===== src/rtl/special_cycle_pkg.sv =====
// package of constants and carrier types for the special-cycle decoder
package special_cycle_pkg;
   // request phase codes identifying a special cycle
   localparam logic [4:0] REQ_A_SPECIAL   = 5'h08;
   localparam logic [2:0] REQ_B_SPECIAL   = 3'h1;
   // special cycle type codes
   localparam logic [7:0] TYPE_NOP        = 8'h00;
   localparam logic [7:0] TYPE_SHUTDOWN   = 8'h01;
   localparam logic [7:0] TYPE_FLUSH      = 8'h02;
   localparam logic [7:0] TYPE_HALT       = 8'h03;
   localparam logic [7:0] TYPE_SYNC       = 8'h04;
   localparam logic [7:0] TYPE_FLUSH_ACK  = 8'h05;
   localparam logic [7:0] TYPE_STOP_ACK   = 8'h06;
   localparam logic [7:0] TYPE_SYSMGMT    = 8'h07;
   // downstream special cycle codes
   localparam logic [1:0] DOWN_SHUTDOWN   = 2'h0;
   localparam logic [1:0] DOWN_HALT       = 2'h1;
   localparam logic [1:0] DOWN_STOP_GRANT = 2'h2;
   // reset value of the system management window bit
   localparam logic       SYSMGMT_RESET   = 1'b0;

   // one decoded host request
   typedef struct packed {
      logic [4:0]  request_code_first_phase;
      logic [4:0]  request_code_second_phase;
      logic [32:0] address_first_phase;
      logic [7:0]  special_type_field;
      logic        sysmgmt_space_select_bit;
   } host_request_t;

   // classification of a special cycle
   typedef enum logic [2:0] {
      ACT_NONE     = 3'h0,
      ACT_LOCAL    = 3'h1,
      ACT_FORWARD  = 3'h2,
      ACT_SM_ENTER = 3'h3,
      ACT_SM_EXIT  = 3'h4
   } action_t;

   typedef enum logic [1:0] {
      ST_IDLE    = 2'b00,
      ST_FORWARD = 2'b11,
      ST_WAIT    = 2'b01,
      ST_RETIRE  = 2'b10
   } state_t;
endpackage


===== src/rtl/special_type_classify.sv =====
// combinational decode of a special cycle request into an action
`timescale 1ns/100ps
module special_type_classify (
   input  wire special_cycle_pkg::host_request_t req,
   output special_cycle_pkg::action_t             action,
   output logic [1:0]                             down_code,
   output logic                                   is_special
);
   // match the request codes; the first address phase is never looked at
   always_comb begin
      is_special = (req.request_code_first_phase == special_cycle_pkg::REQ_A_SPECIAL) &&
                   (req.request_code_second_phase[2:0] == special_cycle_pkg::REQ_B_SPECIAL);
      down_code  = special_cycle_pkg::DOWN_SHUTDOWN;
      action     = special_cycle_pkg::ACT_NONE;
      case (req.special_type_field)
         special_cycle_pkg::TYPE_SHUTDOWN: begin
            action    = special_cycle_pkg::ACT_FORWARD;
            down_code = special_cycle_pkg::DOWN_SHUTDOWN;
         end
         special_cycle_pkg::TYPE_HALT: begin
            action    = special_cycle_pkg::ACT_FORWARD;
            down_code = special_cycle_pkg::DOWN_HALT;
         end
         special_cycle_pkg::TYPE_STOP_ACK: begin
            action    = special_cycle_pkg::ACT_FORWARD;
            down_code = special_cycle_pkg::DOWN_STOP_GRANT;
         end
         special_cycle_pkg::TYPE_FLUSH,
         special_cycle_pkg::TYPE_SYNC,
         special_cycle_pkg::TYPE_FLUSH_ACK: begin
            action = special_cycle_pkg::ACT_LOCAL;
         end
         special_cycle_pkg::TYPE_SYSMGMT: begin
            action = req.sysmgmt_space_select_bit ? special_cycle_pkg::ACT_SM_ENTER
                                                  : special_cycle_pkg::ACT_SM_EXIT;
         end
         default: begin
            action = special_cycle_pkg::ACT_NONE; // nop and undefined codes
         end
      endcase
   end
endmodule


===== src/rtl/sysmgmt_window.sv =====
// holder for the system management window state bit
`timescale 1ns/100ps
module sysmgmt_window (
   input  wire logic clk,
   input  wire logic sys_rst,
   input  wire logic open_req,
   input  wire logic close_req,
   output logic      window_open
);
   logic open_reg;
   logic open_next;

   // next value: open on entry, close on exit
   always_comb begin
      open_next = open_reg;
      if (open_req) begin
         open_next = 1'b1;
      end else if (close_req) begin
         open_next = 1'b0;
      end
   end

   // register with reset to closed
   always_ff @(posedge clk) begin
      if (sys_rst) begin
         open_reg <= special_cycle_pkg::SYSMGMT_RESET;
      end else begin
         open_reg <= open_next;
      end
   end

   assign window_open = open_reg;
endmodule


===== src/rtl/host_special_cycle_decoder.sv =====
// special-cycle decoder between the host bus and the downstream hub link
`timescale 1ns/100ps
module host_special_cycle_decoder (
   input  wire logic                             clk,
   input  wire logic                             sys_rst,
   input  wire logic                             req_valid,
   input  wire special_cycle_pkg::host_request_t req,
   input  wire logic                             down_master_abort,
   output logic                                  req_ready,
   output logic                                  claim,
   output logic                                  retire,
   output logic                                  down_valid,
   output logic [1:0]                            down_code,
   output logic                                  sysmgmt_access,
   output logic                                  system_management_mode
);
   special_cycle_pkg::action_t action;
   logic [1:0]                 cls_code;
   logic                       is_special;
   logic                       win_open;
   logic                       sm_open_req;
   logic                       sm_close_req;

   special_cycle_pkg::state_t  state_reg;
   special_cycle_pkg::state_t  state_next;
   logic                       claim_reg;
   logic                       claim_next;
   logic                       retire_reg;
   logic                       retire_next;
   logic                       down_valid_reg;
   logic                       down_valid_next;
   logic [1:0]                 down_code_reg;
   logic [1:0]                 down_code_next;
   logic                       smacc_reg;
   logic                       smacc_next;
   logic                       ready_reg;
   logic                       ready_next;
   logic                       take;
   logic                       special_take;
   logic                       fwd_take;
   logic                       plain_take;

   special_type_classify u_classify (
      .req        (req),
      .action     (action),
      .down_code  (cls_code),
      .is_special (is_special)
   );

   sysmgmt_window u_window (
      .clk         (clk),
      .sys_rst     (sys_rst),
      .open_req    (sm_open_req),
      .close_req   (sm_close_req),
      .window_open (win_open)
   );

   assign take         = req_valid && ready_reg;
   // qualified takes, watched by the checks below
   assign special_take = take && is_special;
   assign fwd_take     = special_take && (action == special_cycle_pkg::ACT_FORWARD);
   assign plain_take   = take && !is_special;
   // window updates only on a matching special cycle
   assign sm_open_req  = take && is_special &&
                         (action == special_cycle_pkg::ACT_SM_ENTER);
   assign sm_close_req = take && is_special &&
                         (action == special_cycle_pkg::ACT_SM_EXIT);

   // next-state and output computation
   always_comb begin
      state_next      = state_reg;
      claim_next      = 1'b0;
      retire_next     = 1'b0;
      down_valid_next = 1'b0;
      down_code_next  = down_code_reg;
      ready_next      = ready_reg;
      smacc_next      = 1'b0;
      unique case (state_reg)
         special_cycle_pkg::ST_IDLE: begin
            if (take && is_special) begin
               claim_next = 1'b1;
               unique case (action)
                  special_cycle_pkg::ACT_FORWARD: begin
                     down_valid_next = 1'b1;
                     down_code_next  = cls_code;
                     ready_next      = 1'b0;
                     state_next      = special_cycle_pkg::ST_WAIT;
                  end
                  default: begin
                     retire_next = 1'b1;
                  end
               endcase
            end else if (take) begin
               // later accesses with the select bit decode to the window
               smacc_next = win_open && req.sysmgmt_space_select_bit;
            end
         end
         special_cycle_pkg::ST_WAIT: begin
            if (down_master_abort) begin
               retire_next = 1'b1;
               ready_next  = 1'b1;
               state_next  = special_cycle_pkg::ST_IDLE;
            end
         end
         default: begin
            ready_next = 1'b1;
            state_next = special_cycle_pkg::ST_IDLE;
         end
      endcase
   end

   // registers
   always_ff @(posedge clk) begin
      if (sys_rst) begin
         state_reg      <= special_cycle_pkg::ST_IDLE;
         claim_reg      <= 1'b0;
         retire_reg     <= 1'b0;
         down_valid_reg <= 1'b0;
         down_code_reg  <= special_cycle_pkg::DOWN_SHUTDOWN;
         smacc_reg      <= 1'b0;
         ready_reg      <= 1'b1;
      end else begin
         state_reg      <= state_next;
         claim_reg      <= claim_next;
         retire_reg     <= retire_next;
         down_valid_reg <= down_valid_next;
         down_code_reg  <= down_code_next;
         smacc_reg      <= smacc_next;
         ready_reg      <= ready_next;
      end
   end

   assign req_ready              = ready_reg;
   assign claim                  = claim_reg;
   assign retire                 = retire_reg;
   assign down_valid             = down_valid_reg;
   assign down_code              = down_code_reg;
   assign sysmgmt_access         = smacc_reg;
   assign system_management_mode = win_open;

   // assertions
   property p_forward_only_valid;
      @(posedge clk) disable iff (sys_rst)
      down_valid |-> $past(fwd_take);
   endproperty
   a_forward_only_valid: assert property (p_forward_only_valid)
      else $error("downstream cycle without forwarding type");

   property p_local_retire;
      @(posedge clk) disable iff (sys_rst)
      (take && is_special && action != special_cycle_pkg::ACT_FORWARD)
         |=> (retire && claim && !down_valid);
   endproperty
   a_local_retire: assert property (p_local_retire)
      else $error("local type not retired next cycle");

   property p_fwd_no_early_retire;
      @(posedge clk) disable iff (sys_rst)
      (state_reg == special_cycle_pkg::ST_WAIT && !down_master_abort) |=> !retire;
   endproperty
   a_fwd_no_early_retire: assert property (p_fwd_no_early_retire)
      else $error("forwarded cycle retired before master abort");

   property p_abort_retire;
      @(posedge clk) disable iff (sys_rst)
      (state_reg == special_cycle_pkg::ST_WAIT && down_master_abort) |=> (retire && req_ready);
   endproperty
   a_abort_retire: assert property (p_abort_retire)
      else $error("master abort did not retire");

   property p_stop_grant_code;
      @(posedge clk) disable iff (sys_rst)
      (take && is_special && req.special_type_field == special_cycle_pkg::TYPE_STOP_ACK)
         |=> (down_valid && down_code == special_cycle_pkg::DOWN_STOP_GRANT);
   endproperty
   a_stop_grant_code: assert property (p_stop_grant_code)
      else $error("stop grant not forwarded");

   property p_sm_enter;
      @(posedge clk) disable iff (sys_rst)
      sm_open_req |=> system_management_mode;
   endproperty
   a_sm_enter: assert property (p_sm_enter)
      else $error("window did not open");

   property p_sm_exit;
      @(posedge clk) disable iff (sys_rst)
      sm_close_req |=> !system_management_mode;
   endproperty
   a_sm_exit: assert property (p_sm_exit)
      else $error("window did not close");

   property p_nop_quiet;
      @(posedge clk) disable iff (sys_rst)
      (take && is_special && req.special_type_field == special_cycle_pkg::TYPE_NOP)
         |=> ($stable(system_management_mode) && !down_valid);
   endproperty
   a_nop_quiet: assert property (p_nop_quiet)
      else $error("nop had a side effect");

   property p_window_access;
      @(posedge clk) disable iff (sys_rst)
      sysmgmt_access |-> $past(win_open);
   endproperty
   a_window_access: assert property (p_window_access)
      else $error("window access while window closed");

   // a claim only ever follows a taken special cycle
   property p_claim_special;
      @(posedge clk) disable iff (sys_rst)
      claim |-> $past(special_take);
   endproperty
   a_claim_special: assert property (p_claim_special)
      else $error("claim without a special cycle");

   // an ordinary request is never claimed, retired or forwarded here
   property p_plain_quiet;
      @(posedge clk) disable iff (sys_rst)
      plain_take |=> (!claim && !retire && !down_valid);
   endproperty
   a_plain_quiet: assert property (p_plain_quiet)
      else $error("ordinary request handled as special cycle");

   // the host side is held off for the whole wait on the downstream link
   property p_wait_not_ready;
      @(posedge clk) disable iff (sys_rst)
      (state_reg == special_cycle_pkg::ST_WAIT) |-> !req_ready;
   endproperty
   a_wait_not_ready: assert property (p_wait_not_ready)
      else $error("request accepted while waiting on master abort");

   // shutdown goes downstream with its own code
   property p_shutdown_code;
      @(posedge clk) disable iff (sys_rst)
      (special_take && req.special_type_field == special_cycle_pkg::TYPE_SHUTDOWN)
         |=> (down_valid && down_code == special_cycle_pkg::DOWN_SHUTDOWN);
   endproperty
   a_shutdown_code: assert property (p_shutdown_code)
      else $error("shutdown not forwarded");

   // halt goes downstream with its own code
   property p_halt_code;
      @(posedge clk) disable iff (sys_rst)
      (special_take && req.special_type_field == special_cycle_pkg::TYPE_HALT)
         |=> (down_valid && down_code == special_cycle_pkg::DOWN_HALT);
   endproperty
   a_halt_code: assert property (p_halt_code)
      else $error("halt not forwarded");

   // a locally retired cycle frees the host side at once
   property p_local_ready;
      @(posedge clk) disable iff (sys_rst)
      (special_take && !fwd_take)
         |=> (req_ready && state_reg == special_cycle_pkg::ST_IDLE);
   endproperty
   a_local_ready: assert property (p_local_ready)
      else $error("local cycle left the host side waiting");

   // the window bit moves only on a management special cycle
   property p_window_steady;
      @(posedge clk) disable iff (sys_rst)
      (!sm_open_req && !sm_close_req) |=> $stable(system_management_mode);
   endproperty
   a_window_steady: assert property (p_window_steady)
      else $error("window changed without a management cycle");

   // window accesses come only from ordinary requests
   property p_access_plain;
      @(posedge clk) disable iff (sys_rst)
      sysmgmt_access |-> $past(plain_take);
   endproperty
   a_access_plain: assert property (p_access_plain)
      else $error("window access from a special cycle");

   // with the window open, every select-bit access is steered into it
   property p_access_select;
      @(posedge clk) disable iff (sys_rst)
      (plain_take && system_management_mode && req.sysmgmt_space_select_bit)
         |=> sysmgmt_access;
   endproperty
   a_access_select: assert property (p_access_select)
      else $error("select-bit access missed the open window");

   // cover points for the main scenarios
   c_shutdown: cover property (@(posedge clk) disable iff (sys_rst)
      down_valid && down_code == special_cycle_pkg::DOWN_SHUTDOWN ##[1:20] retire);
   c_halt: cover property (@(posedge clk) disable iff (sys_rst)
      down_valid && down_code == special_cycle_pkg::DOWN_HALT);
   c_sm_round: cover property (@(posedge clk) disable iff (sys_rst)
      sm_open_req ##[1:50] sm_close_req);
   c_sm_access: cover property (@(posedge clk) disable iff (sys_rst) sysmgmt_access);
   c_local: cover property (@(posedge clk) disable iff (sys_rst) claim && retire);
endmodule


===== config.mk =====
export PLATFORM = sky130hd
export DESIGN_NAME = host_special_cycle_decoder
export DESIGN_NICKNAME = d
export VERILOG_FILES = /design/src/rtl/special_cycle_pkg.sv /design/src/rtl/special_type_classify.sv /design/src/rtl/sysmgmt_window.sv /design/src/rtl/host_special_cycle_decoder.sv
export SDC_FILE = /design/constraint.sdc
export NUM_CORES = 1
export LEC_CHECK = 0
export BUFFER_PORTS_ARGS = -buffer_cell sky130_fd_sc_hd__buf_2
export CORE_MARGIN = 2
export CORE_UTILIZATION = 25
export DETAILED_ROUTE_END_ITERATION = 6
export HOLD_SLACK_MARGIN = 0.02
export PLACE_DENSITY = 0.72
export SLEW_MARGIN = 20
export SYNTH_ARGS = -nofsm -noshare
export SYNTH_HDL_FRONTEND = slang
export SYNTH_SLANG_ARGS = --single-unit

===== constraint.sdc =====
create_clock -name clk -period 1.75 [get_ports clk]
set_input_delay 0.175 -clock clk [delete_from_list [all_inputs] [get_ports clk]]
set_output_delay 0.175 -clock clk [all_outputs]
set_load 0.02 [all_outputs]

Word-level counts from Yosys, hierarchy flattened. Cells that the tools add are included.

Logic and storage cells: 61. Input port bits: 56. Bits in registers: 10. Output and inout port bits: 8.

Reductions and logical operators: 15. Eq/ne operators: 16. Multiplexer cells: 19. Bitwise gates (word level): 3.

Operators by type and width (count): 8-bit by 3-bit == test with 1-bit output, second input constant (4); 8-bit by 2-bit == test with 1-bit output, second input constant (2); 1-bit two-way mux (10); 3-bit case mux with 3 select lines (1); 3-bit OR reduction (3); 8-bit by 1-bit == test with 1-bit output, second input constant (1); 2-bit case mux with 2 select lines (2); 3-bit by 2-bit == test with 1-bit output, second input constant (2); 1-bit logical AND (6); 2-bit two-way mux (3); 2-bit inequality test, second input constant (3); 3-bit AND reduction (2); 5-bit by 4-bit == test with 1-bit output, second input constant (1); 1-bit case mux with 2 select lines (2); 4-bit OR reduction (1); 3-bit by 1-bit == test with 1-bit output, second input constant (1); 3-bit == test, second input constant (1); 3-bit two-way mux (1); 1-bit inverter (3); 2-bit by 1-bit == test with 1-bit output, second input constant (1); 2-bit logical NOT (1); 2-bit nonzero test (1); 2-bit OR reduction (1).

Longest topological paths before layout. Gate-level depths: netlist of the first run.

Word-level depth: 7. Depth in mapped cells: 4. Mapped depth without buffers: 4.

Modules after synthesis. From an unflattened synthesis of the first run, not the netlist that was laid out.

Cells, all modules: 56. Area total of the unflattened synthesis: 505.5 um2.

Modules (own cells, without submodules): host_special_cycle_decoder (area an instance 345.3 um2, cells each 33, instances 1); special_type_classify (area an instance 121.4 um2, cells each 19, instances 1); sysmgmt_window (area an instance 38.8 um2, cells each 4, instances 1).

Worst setup path before layout of the first run. No wires, ideal clock.

Kind: input-to-reg. From: input port req[48] (netlist bit). To: register down_code_reg[0], in the netlist down_code[0]. Data required time: 1627 ps. Stages: 4. Path buffers: 0. Arrival time: 1765 ps. Setup slack: -138 ps. Cells stage by stage: or4b_4 > or3_4 > or3_4 > mux2_1.

Word-level cells in the longest chain between the ends: 4.

Ends and longest elaborated chain: start: declaration (line host_special_cycle_decoder.sv:7) `input wire special_cycle_pkg::host_request_t req,`; 5-bit by 4-bit == test with 1-bit output (line special_type_classify.sv:11) `is_special = (req.request_code_first_phase == special_cycle_pkg::REQ_A_SPECIAL) &&`; 1-bit logical AND (line special_type_classify.sv:11); 1-bit logical AND (line host_special_cycle_decoder.sv:80) `if (take && is_special) begin`; 3-bit AND reduction (no source line); end signal: assignment (line host_special_cycle_decoder.sv:119) `down_code_reg <= special_cycle_pkg::DOWN_SHUTDOWN;`; end signal: assignment (line host_special_cycle_decoder.sv:127) `down_code_reg <= down_code_next;`; end: declaration (line host_special_cycle_decoder.sv:32) `logic [1:0] down_code_reg;`.

No other way between the ends. A chain may end at the register's enable or synchronous reset.

Worst setup path in the final report of the first run.
From: input port req[47] (netlist bit). To: register down_code_reg[0], in the netlist down_code[0].

Same word-level chain as after synthesis.

==> results of run 1 <==
## cell usage after synthesis, types with 2 or more instances
| library cell | instances | area [sq um] |
|---|---|---|
| nor3_1 | 5 | 25.0 |
| or3_4 | 2 | 22.5 |
| inv_1 | 2 | 7.51 |
| a21oi_1 | 3 | 15.0 |
| nor2_1 | 2 | 7.51 |
| nand2_1 | 4 | 15.0 |
| dfxtp_1 | 9 | 180 |
| nand2b_1 | 2 | 12.5 |
## cells in the final DEF (no fill, tap or decap), types with 3 or more instances in the layout
cell	count
clkbuf_4	3
a21oi_1	3
nand2_1	4
dfxtp_1	9
buf_2	28
nor3_1	5
## cell type report
class | count | area, sq um | area share, %
timing repair buffer | 30 | 155 | 24.1
multi-input combinational | 35 | 253 | 39.3
inverter | 2 | 7.51 | 1.17
tap | 17 | 21.3 | 3.31
sequential | 9 | 180 | 28.0
clock buffer | 4 | 26.3 | 4.09
## per-stage QoR
step	instances	power (uW)
floorplan	47	226
global placement	93	252
detailed placement	93	253
CTS	97	419
global route	97	430
finish	97	413
## where the power goes
group	switching, uW	total, uW	internal, uW	leakage (uW)
Sequential	0.0101	205	205	0.0000725
Combinational	19.1	43.6	24.6	0.000218
Clock	76.2	164	88.1	0.0000150
## kinds of logic (layout without fill, tap and decap cells)
kind of cell | Yosys count | count (layout) | synth area share [%]
AND/OR/NAND/NOR | 27 | 27 | 42.0
flip-flops | 9 | 9 | 41.1
multiplexers | 2 | 2 | 4.86
buffers and inverters | 3 | 36 | 2.86
AO/OA/AOI/OAI | 6 | 6 | 9.14
## per-layer routing
layer  up-vias  GRT usage, %  share of wire, %
li1        241             -                 -
met1       201          13.4                43
met2        24          16.4                46
met3         4          1.19               8.0
met4         0          13.7               3.6
met5         -             0                 0
## path summary, 6_finish.rpt
path / from / endpoint / cells after the start
max: req[47] / down_code[0] / 5
min: down_master_abort / req_ready / 2
max reg2reg: req_ready / down_code[0] / 4
min reg2reg: down_code[1] / down_code[1] / 2
==> impl_metrics.yaml, run 1 <==
outcome:
  outcome: "complete, no violations"
timing:
  hold-worst-slack_ps: 165
  drv_slew: 0
  finalSetupViolations: 0
  rsz0062_at_grt: "false"
  fin_skew_ps: 0.836
  tightest_slew_ps: 324
  fin_crit_sh_pct: 96.8
  setup_tns_ps: 0
  maxSlewHeadroom_pct: 78.2
  hold_viol_final: 0
  fmax_mhz: 590
  setup_ws_ps: 55.3
  final.min_clock_period_ps: 1690
die:
  row_count: 15
  core_area_sq_um: 1690
  die_x_um: 45.9
  start_util_pct: 25.9
  die_area_sq_um: 2100
  pin_count: 64
  die_h_um: 45.9
cts:
  htreeDepth: 1
  clk_latency_ps: 260
  cts_tree: "built"
  cts.sinks: 9
  cts_hold_buf: 0
  cts_resized: 0
  cts_buffers: 3
  cts_setup_buffers: 0
  clockBufferDepth: 2
  cts_root_buffer: "clkbuf_4"
  clk_pin_slew_ps: 60
power:
  leakage_uw: 0.000306
  power_density_nw_per_um2: 642
  ir_drop_mv: 0.239
critical_path:
  reg2reg_slack_ps: 110
  crit_path_start_kind: "input port"
  crit_slowest_cell: "or4b_4"
  cp_top_family: "simple AND/OR/NAND/NOR gates"
  path_buf_inv: 1
  slowest_delay_ps: 520
  crit_fanout: 5
  worstPathRequired_ps: 1900
  cp_common_cell: "or3_4"
  arrival_ps: 1850
  critPathCaptureType: "flip-flop"
  crit_chain: "buf_2, or4b_4, or3_4, or3_4, mux2_4"
  worstSetupPathType: "in2reg"
detailed_routing:
  drc_errors: 0
  vias: 470
  wl_per_cell_um: 10.6
  drt-total-wl_um: 1030
  via_per_inst: 4.85
  drt_iter0_drc: 9
  dr.pass1.iters: 4
  antenna_left: 0
final_layout:
  syn_to_final_growth_pct: 46.9
  largest_reg_flops: 2
  diodes: 0
  post-route-util_pct: 38.1
  nets: 137
  num-fill-cells: 187
  design_area_sq_um: 643
  drive_gt1_share_pct: 50.0
placement:
  dp.final_hpwl_um: 832
  placed_area_sq_um: 617
  place.gp.congestion: 0.774
  port_buffers: 28
  pre_cts_ws_ps: -228
global_route:
  antenna_found_initial: 0
  gr-usage-all-layers_pct: 11.4
  grt_start_max_net_pins: 12
  grt_pass1_wl_um: 1640
  grt-ovfl-total: 0
  grt_pass1_vias: 425
synth:
  ys_warn_count: 0
  synth_cell_types: 26
  async_flop_share_pct: 0
  syn-mean-instance-area_sq_um: 9.32
  ys_ff_latch: 9
  syn_nets: 103
  yosysSeqAreaShare_pct: 41.1
  synth_cells: 47
  synth_edf_count: 0
  synth_ff_type: "dfxtp_1"
  synth_area_sq_um: 438
min_path:
  hp-class: "in2reg"
run:
  maxCapViolCount: 0
No activity file was read; power rests on OpenSTA's default activity.
==> run 2: changes to the inputs <==
--- a/config.mk
+++ b/config.mk
@@ -10,7 +10,7 @@
 export CORE_UTILIZATION = 25
 export DETAILED_ROUTE_END_ITERATION = 6
 export HOLD_SLACK_MARGIN = 0.02
-export PLACE_DENSITY = 0.72
+export PLACE_DENSITY_LB_ADDON = 0.1
 export SLEW_MARGIN = 20
 export SYNTH_ARGS = -nofsm -noshare
 export SYNTH_HDL_FRONTEND = slang
==> impl_metrics.yaml, run 2 (synthesis gave the netlist of run 1 again) <==
final_layout:
  diodes: 0
  final_cells: 97
  post-route-util_pct: 38.1
  syn_to_final_growth_pct: 46.9
  nets: 137
  layout_commonest_cell: "buf_2"
  largest_reg_flops: 2
  final_cell_mix: "28 x buf_2, 9 x dfxtp_1, 5 x nor3_1"
  drive_gt1_share_pct: 50.0
timing:
  setup_ws_ps: 50.7
  hold_viol_final: 0
  setup_tns_ps: 0
  fin_crit_sh_pct: 97.1
  drv_slew: 0
  final.min_clock_period_ps: 1700
  maxSlewHeadroom_pct: 79.4
  finalSetupViolations: 0
  rsz0062_at_grt: "false"
  tightest_slew_ps: 307
  fin_skew_ps: 2.83
  fmax_mhz: 588
detailed_routing:
  antenna_left: 0
  vias: 470
  dr.pass1.iters: 4
  drt-total-wl_um: 999
  drc_errors: 0
  drt_iter0_drc: 4
  via_per_inst: 4.85
  wl_per_cell_um: 10.3
placement:
  dp.final_hpwl_um: 854
  pre_cts_ws_ps: -226
  port_buffers: 28
  dp.cells: 93
  place.gp.congestion: 0.705
cts:
  clockBufferDepth: 2
  cts_tree: "built"
  cts_hold_buf: 0
  clk_latency_ps: 260
  clk_pin_slew_ps: 60
  cts_buffers: 3
  cts.sinks: 9
  cts_root_buffer: "clkbuf_4"
  htreeDepth: 1
  cts_resized: 0
  cts_setup_buffers: 0
critical_path:
  reg2reg_slack_ps: 120
  worst-r2r-cell-count: 4
  slowest_delay_ps: 520
  arrival_ps: 1850
  worstSetupPathType: "in2reg"
  reg2reg_from: "req_ready"
  cp_top_family: "simple AND/OR/NAND/NOR gates"
  worstPathRequired_ps: 1900
  crit_fanout: 6
  crit_slowest_cell: "or4b_4"
  crit_path_start_kind: "input port"
  crit_chain: "buf_2, or4b_4, or3_4, or3_4, mux2_4"
  critPathCaptureType: "flip-flop"
  cp_common_cell: "or3_4"
  path_buf_inv: 1
  r2r-end: "down_code[0]"
die:
  start_util_pct: 25.9
  core_area_sq_um: 1690
  row_count: 15
  die_h_um: 45.9
  die_x_um: 45.9
  pin_count: 64
  die_area_sq_um: 2100
run:
  maxCapViolCount: 0
outcome:
  outcome: "complete, no violations"
power:
  ir_drop_mv: 0.282
  power_density_nw_per_um2: 635
  p_int_uw: 317
  clkPwrFrac_pct: 39.3
  leakage_uw: 0.000306
  switchingPower_uw: 91.1
  pwr-share-seq_pct: 50.2
  combPwrFrac_pct: 10.5
  switching_share_pct: 22.3
min_path:
  min_to: "req_ready"
  min_from: "down_master_abort"
  hp-class: "in2reg"
  hold_depth: 2
global_route:
  gr-usage-all-layers_pct: 11.3
  grt_pass1_vias: 396
  grt_start_max_net_pins: 12
  antenna_found_initial: 0
  grt_pass1_wl_um: 1610
  grt-ovfl-total: 0
[run 2: worst max path at each step]
stage                   end  slack [ps]  cells after the start    start
2_1_floorplan  down_code[0]         -90                      4  req[47]
3_3_place_gp   down_code[0]        -210                      5  req[47]
3_5_place_dp   down_code[0]        -230                      5  req[47]
4_1_cts        down_code[0]          50                      5  req[47]
5_1_grt           req_ready          40                      5  req[47]
6_report       down_code[0]          50                      5  req[47]
[run 2: layout make-up]
class	instances	area, sq um
Timing Repair Buffer	30	155
Fill cell	184	1050
Inverter	2	7.51
Clock buffer	4	26.3
Multi-Input combinational cell	35	253
Sequential cell	9	180
Tap cell	17	21.3
[run 2: metrics by stage]
stage,hold slack (ps),total power (uW),cell area (sq um)
6_report,173,408,643
2_1_floorplan,319,226,445
3_5_place_dp,436,253,617
5_1_grt,176,434,643
3_3_place_gp,441,253,617
4_1_cts,171,413,643
[run 2: power groups by stage]
stage / clock [uW] / sequential, uW / combinational, uW
2_1_floorplan: 0 / 210 / 16.1
3_3_place_gp: 0 / 209 / 43.2
3_5_place_dp: 0 / 209 / 43.4
4_1_cts: 165 / 205 / 43.5
5_1_grt: 182 / 205 / 48.1
6_report: 160 / 205 / 43.0
[run 2: layer usage]
layer | GRT usage (%) | vias to the layer above | share of wire [%]
li1 | - | 243 | -
met3 | 6.35 | 2 | 9.0
met5 | 0 | - | 0
met1 | 13.3 | 205 | 47
met4 | 5.14 | 0 | 0.80
met2 | 16.4 | 20 | 43
==> run 3: changes to the inputs <==
--- a/config.mk
+++ b/config.mk
@@ -5,9 +5,10 @@
 export SDC_FILE = /design/constraint.sdc
 export NUM_CORES = 1
 export LEC_CHECK = 0
+export ABC_AREA = 1
 export BUFFER_PORTS_ARGS = -buffer_cell sky130_fd_sc_hd__buf_2
 export CORE_MARGIN = 2
-export CORE_UTILIZATION = 25
+export CORE_UTILIZATION = 29
 export DETAILED_ROUTE_END_ITERATION = 6
 export HOLD_SLACK_MARGIN = 0.02
 export PLACE_DENSITY_LB_ADDON = 0.1
==> constraint.sdc (replaced) <==
create_clock -name clk -period 1.75 [get_ports clk]
set_input_delay 0.175 -clock clk [delete_from_list [all_inputs] [get_ports clk]]
set_output_delay 0.175 -clock clk [all_outputs]
set_load 0.1 [all_outputs]
==> impl_metrics.yaml, run 3 <==
cts:
  cts_resized: 0
  cts_setup_buffers: 0
  cts_buffers: 3
  cts.sinks: 9
  clk_latency_ps: 260
  cts_hold_buf: 0
  clockBufferDepth: 2
  cts_tree: "built"
  clk_pin_slew_ps: 60
  htreeDepth: 1
  cts_root_buffer: "clkbuf_4"
timing:
  tightest_slew_ps: 483
  rsz0062_at_grt: "false"
  fin_skew_ps: 4.57
  finalSetupViolations: 0
  fmax_mhz: 819
  hold_viol_final: 0
  fin_crit_sh_pct: 69.7
  maxSlewHeadroom_pct: 68.0
  setup_ws_ps: 530
  final.min_clock_period_ps: 1220
  setup_tns_ps: 0
  drv_slew: 0
min_path:
  hold_depth: 2
  min_from: "sys_rst"
  hp-class: "in2reg"
  min_to: "down_valid"
synth:
  yosysMostFrequentCell: "nand2_1"
  synth_top_area_cell: "dfxtp_1"
  yosys-top-cells-count: "22 x nand2_1, 18 x inv_1, 14 x nor2_1, 10 x nand3_1, 9 x dfxtp_1"
  yosysSeqAreaShare_pct: 31.7
  synth_ff_type: "dfxtp_1"
  synth_cells: 93
  async_flop_share_pct: 0
  synth_area_sq_um: 568
  syn_nets: 149
  syn-mean-instance-area_sq_um: 6.11
  ys_ff_latch: 9
  ys_top_cells_by_area: "dfxtp_1 32%, nand2_1 15%, inv_1 12%"
  ys_warn_count: 0
  synth_cell_types: 15
  synth_top_cell_area_share_pct: 31.7
  synth_edf_count: 0
power:
  combPwrFrac_pct: 14.8
  p_int_uw: 320
  ir_drop_mv: 0.207
  switchingPower_uw: 107
  p_total_uw: 427
  power_density_nw_per_um2: 555
  clkPwrFrac_pct: 37.2
  leakage_uw: 0.000433
  switching_share_pct: 25.1
  pwr-share-seq_pct: 48.0
detailed_routing:
  vias: 608
  wl_per_cell_um: 7.70
  drc_errors: 0
  drt-total-wl_um: 1170
  via_per_inst: 4.00
  drt_iter0_drc: 8
  antenna_left: 0
  dr.pass1.iters: 4
global_route:
  gr-usage-all-layers_pct: 11.5
  grt_pass1_vias: 491
  antenna_found_initial: 0
  grt_pass1_wl_um: 1880
  grt-ovfl-total: 0
  grt_start_max_net_pins: 7
critical_path:
  arrival_ps: 1050
  crit_chain: "buf_2"
  critPathCaptureType: "primary output"
  path_buf_inv: 1
  crit_fanout: 3
  crit_path_start_kind: "flip-flop"
  cp_top_family: "buffers and inverters"
  r2r-end: "req_ready"
  slowest_delay_ps: 440
  worstPathRequired_ps: 1570
  worst-r2r-cell-count: 7
  worstSetupPathType: "reg2out"
  reg2reg_from: "req_ready"
  reg2reg_slack_ps: 590
  crit_slowest_cell: "buf_2"
placement:
  dp.final_hpwl_um: 1000
  place.gp.congestion: 0.709
  dp.cells: 148
  port_buffers: 28
  pre_cts_ws_ps: 596
final_layout:
  diodes: 0
  largest_reg_flops: 2
  final_cell_mix: "28 x buf_2, 22 x nand2_1, 18 x inv_1"
  num-fill-cells: 226
  layout_commonest_cell: "buf_2"
  final_cells: 152
  syn_to_final_growth_pct: 35.5
  drive_gt1_share_pct: 36.0
  nets: 182
die:
  start_util_pct: 29.9
  pin_count: 64
  row_count: 16
  die_x_um: 48.3
  core_area_sq_um: 1900
  die_h_um: 48.3
  die_area_sq_um: 2330
outcome:
  outcome: "complete, no violations"
run:
  maxCapViolCount: 0
==> run 3: cell types whose count changed after synthesis, sizes merged, moves of 3 or more <==
cell / previous run / this run
inv: 2 / 21
nand2: 4 / 24
nand3: 0 / 12
nor2: 2 / 19
or3: 3 / 0
==> run 3: power groups by stage <==
stage | sequential (uW) | clock, uW | combinational [uW]
after CTS | 205 | 161 | 64.3
after global placement | 209 | 0 | 63.3
after detailed placement | 209 | 0 | 64.0
final | 205 | 159 | 63.3
after global routing | 205 | 168 | 73.0
after floorplan | 210 | 0 | 30.7
==> run 3: area by class of cell <==
class / count / area, sq um / area share [%]
well taps: 27 / 33.8 / 4.39
clock buffers: 4 / 26.3 / 3.41
multi-input cells: 63 / 309 / 40.2
repair buffers: 28 / 140 / 18.2
flip-flops and latches: 9 / 181 / 23.6
inverters: 21 / 78.8 / 10.2
==> run 3: cell families after synthesis <==
logic type      Yosys count  share of synthesized area (%)
simple gates             59                           50.7
buf+inv                  21                           13.9
compound gates            4                           3.74
flops                     9                           31.7
==> run 3: worst max-delay path by stage <==
stage,to,from,cells past startpoint
detailed placement,req_ready,req_ready,7
global placement,req_ready,req_ready,7
CTS,system_management_mode,u_window.window_open,1
finish,system_management_mode,u_window.window_open,1
floorplan,req_ready,req_ready,7
global route,req_ready,req_ready,7
==> run 3: worst register-to-register path, cell delays in order, from the launching register on <==
cell and delay, ps:
dfxtp_2 340, nand2_1 90, inv_2 80, nand3_2 100, nor3_4 200, nand2_2 120
nand2_1 70, nand3_1 50
==> run 3: layer usage <==
metal  up-vias  wire length, um  track usage, %
li1        343                -               -
met1       243              573            15.3
met2        20              521            17.9
met3         2               67            2.22
met4         0                8            4.86
met5         -                0               0
==> run 3: metrics by stage <==
step                instance area, sq um  hold slack, ps  util, %
floorplan                            569             244        -
finish                               769             159     40.5
global route                         769             180     40.5
detailed placement                   743             430     39.1
CTS                                  769             163     40.5
global placement                     743             433     39.1
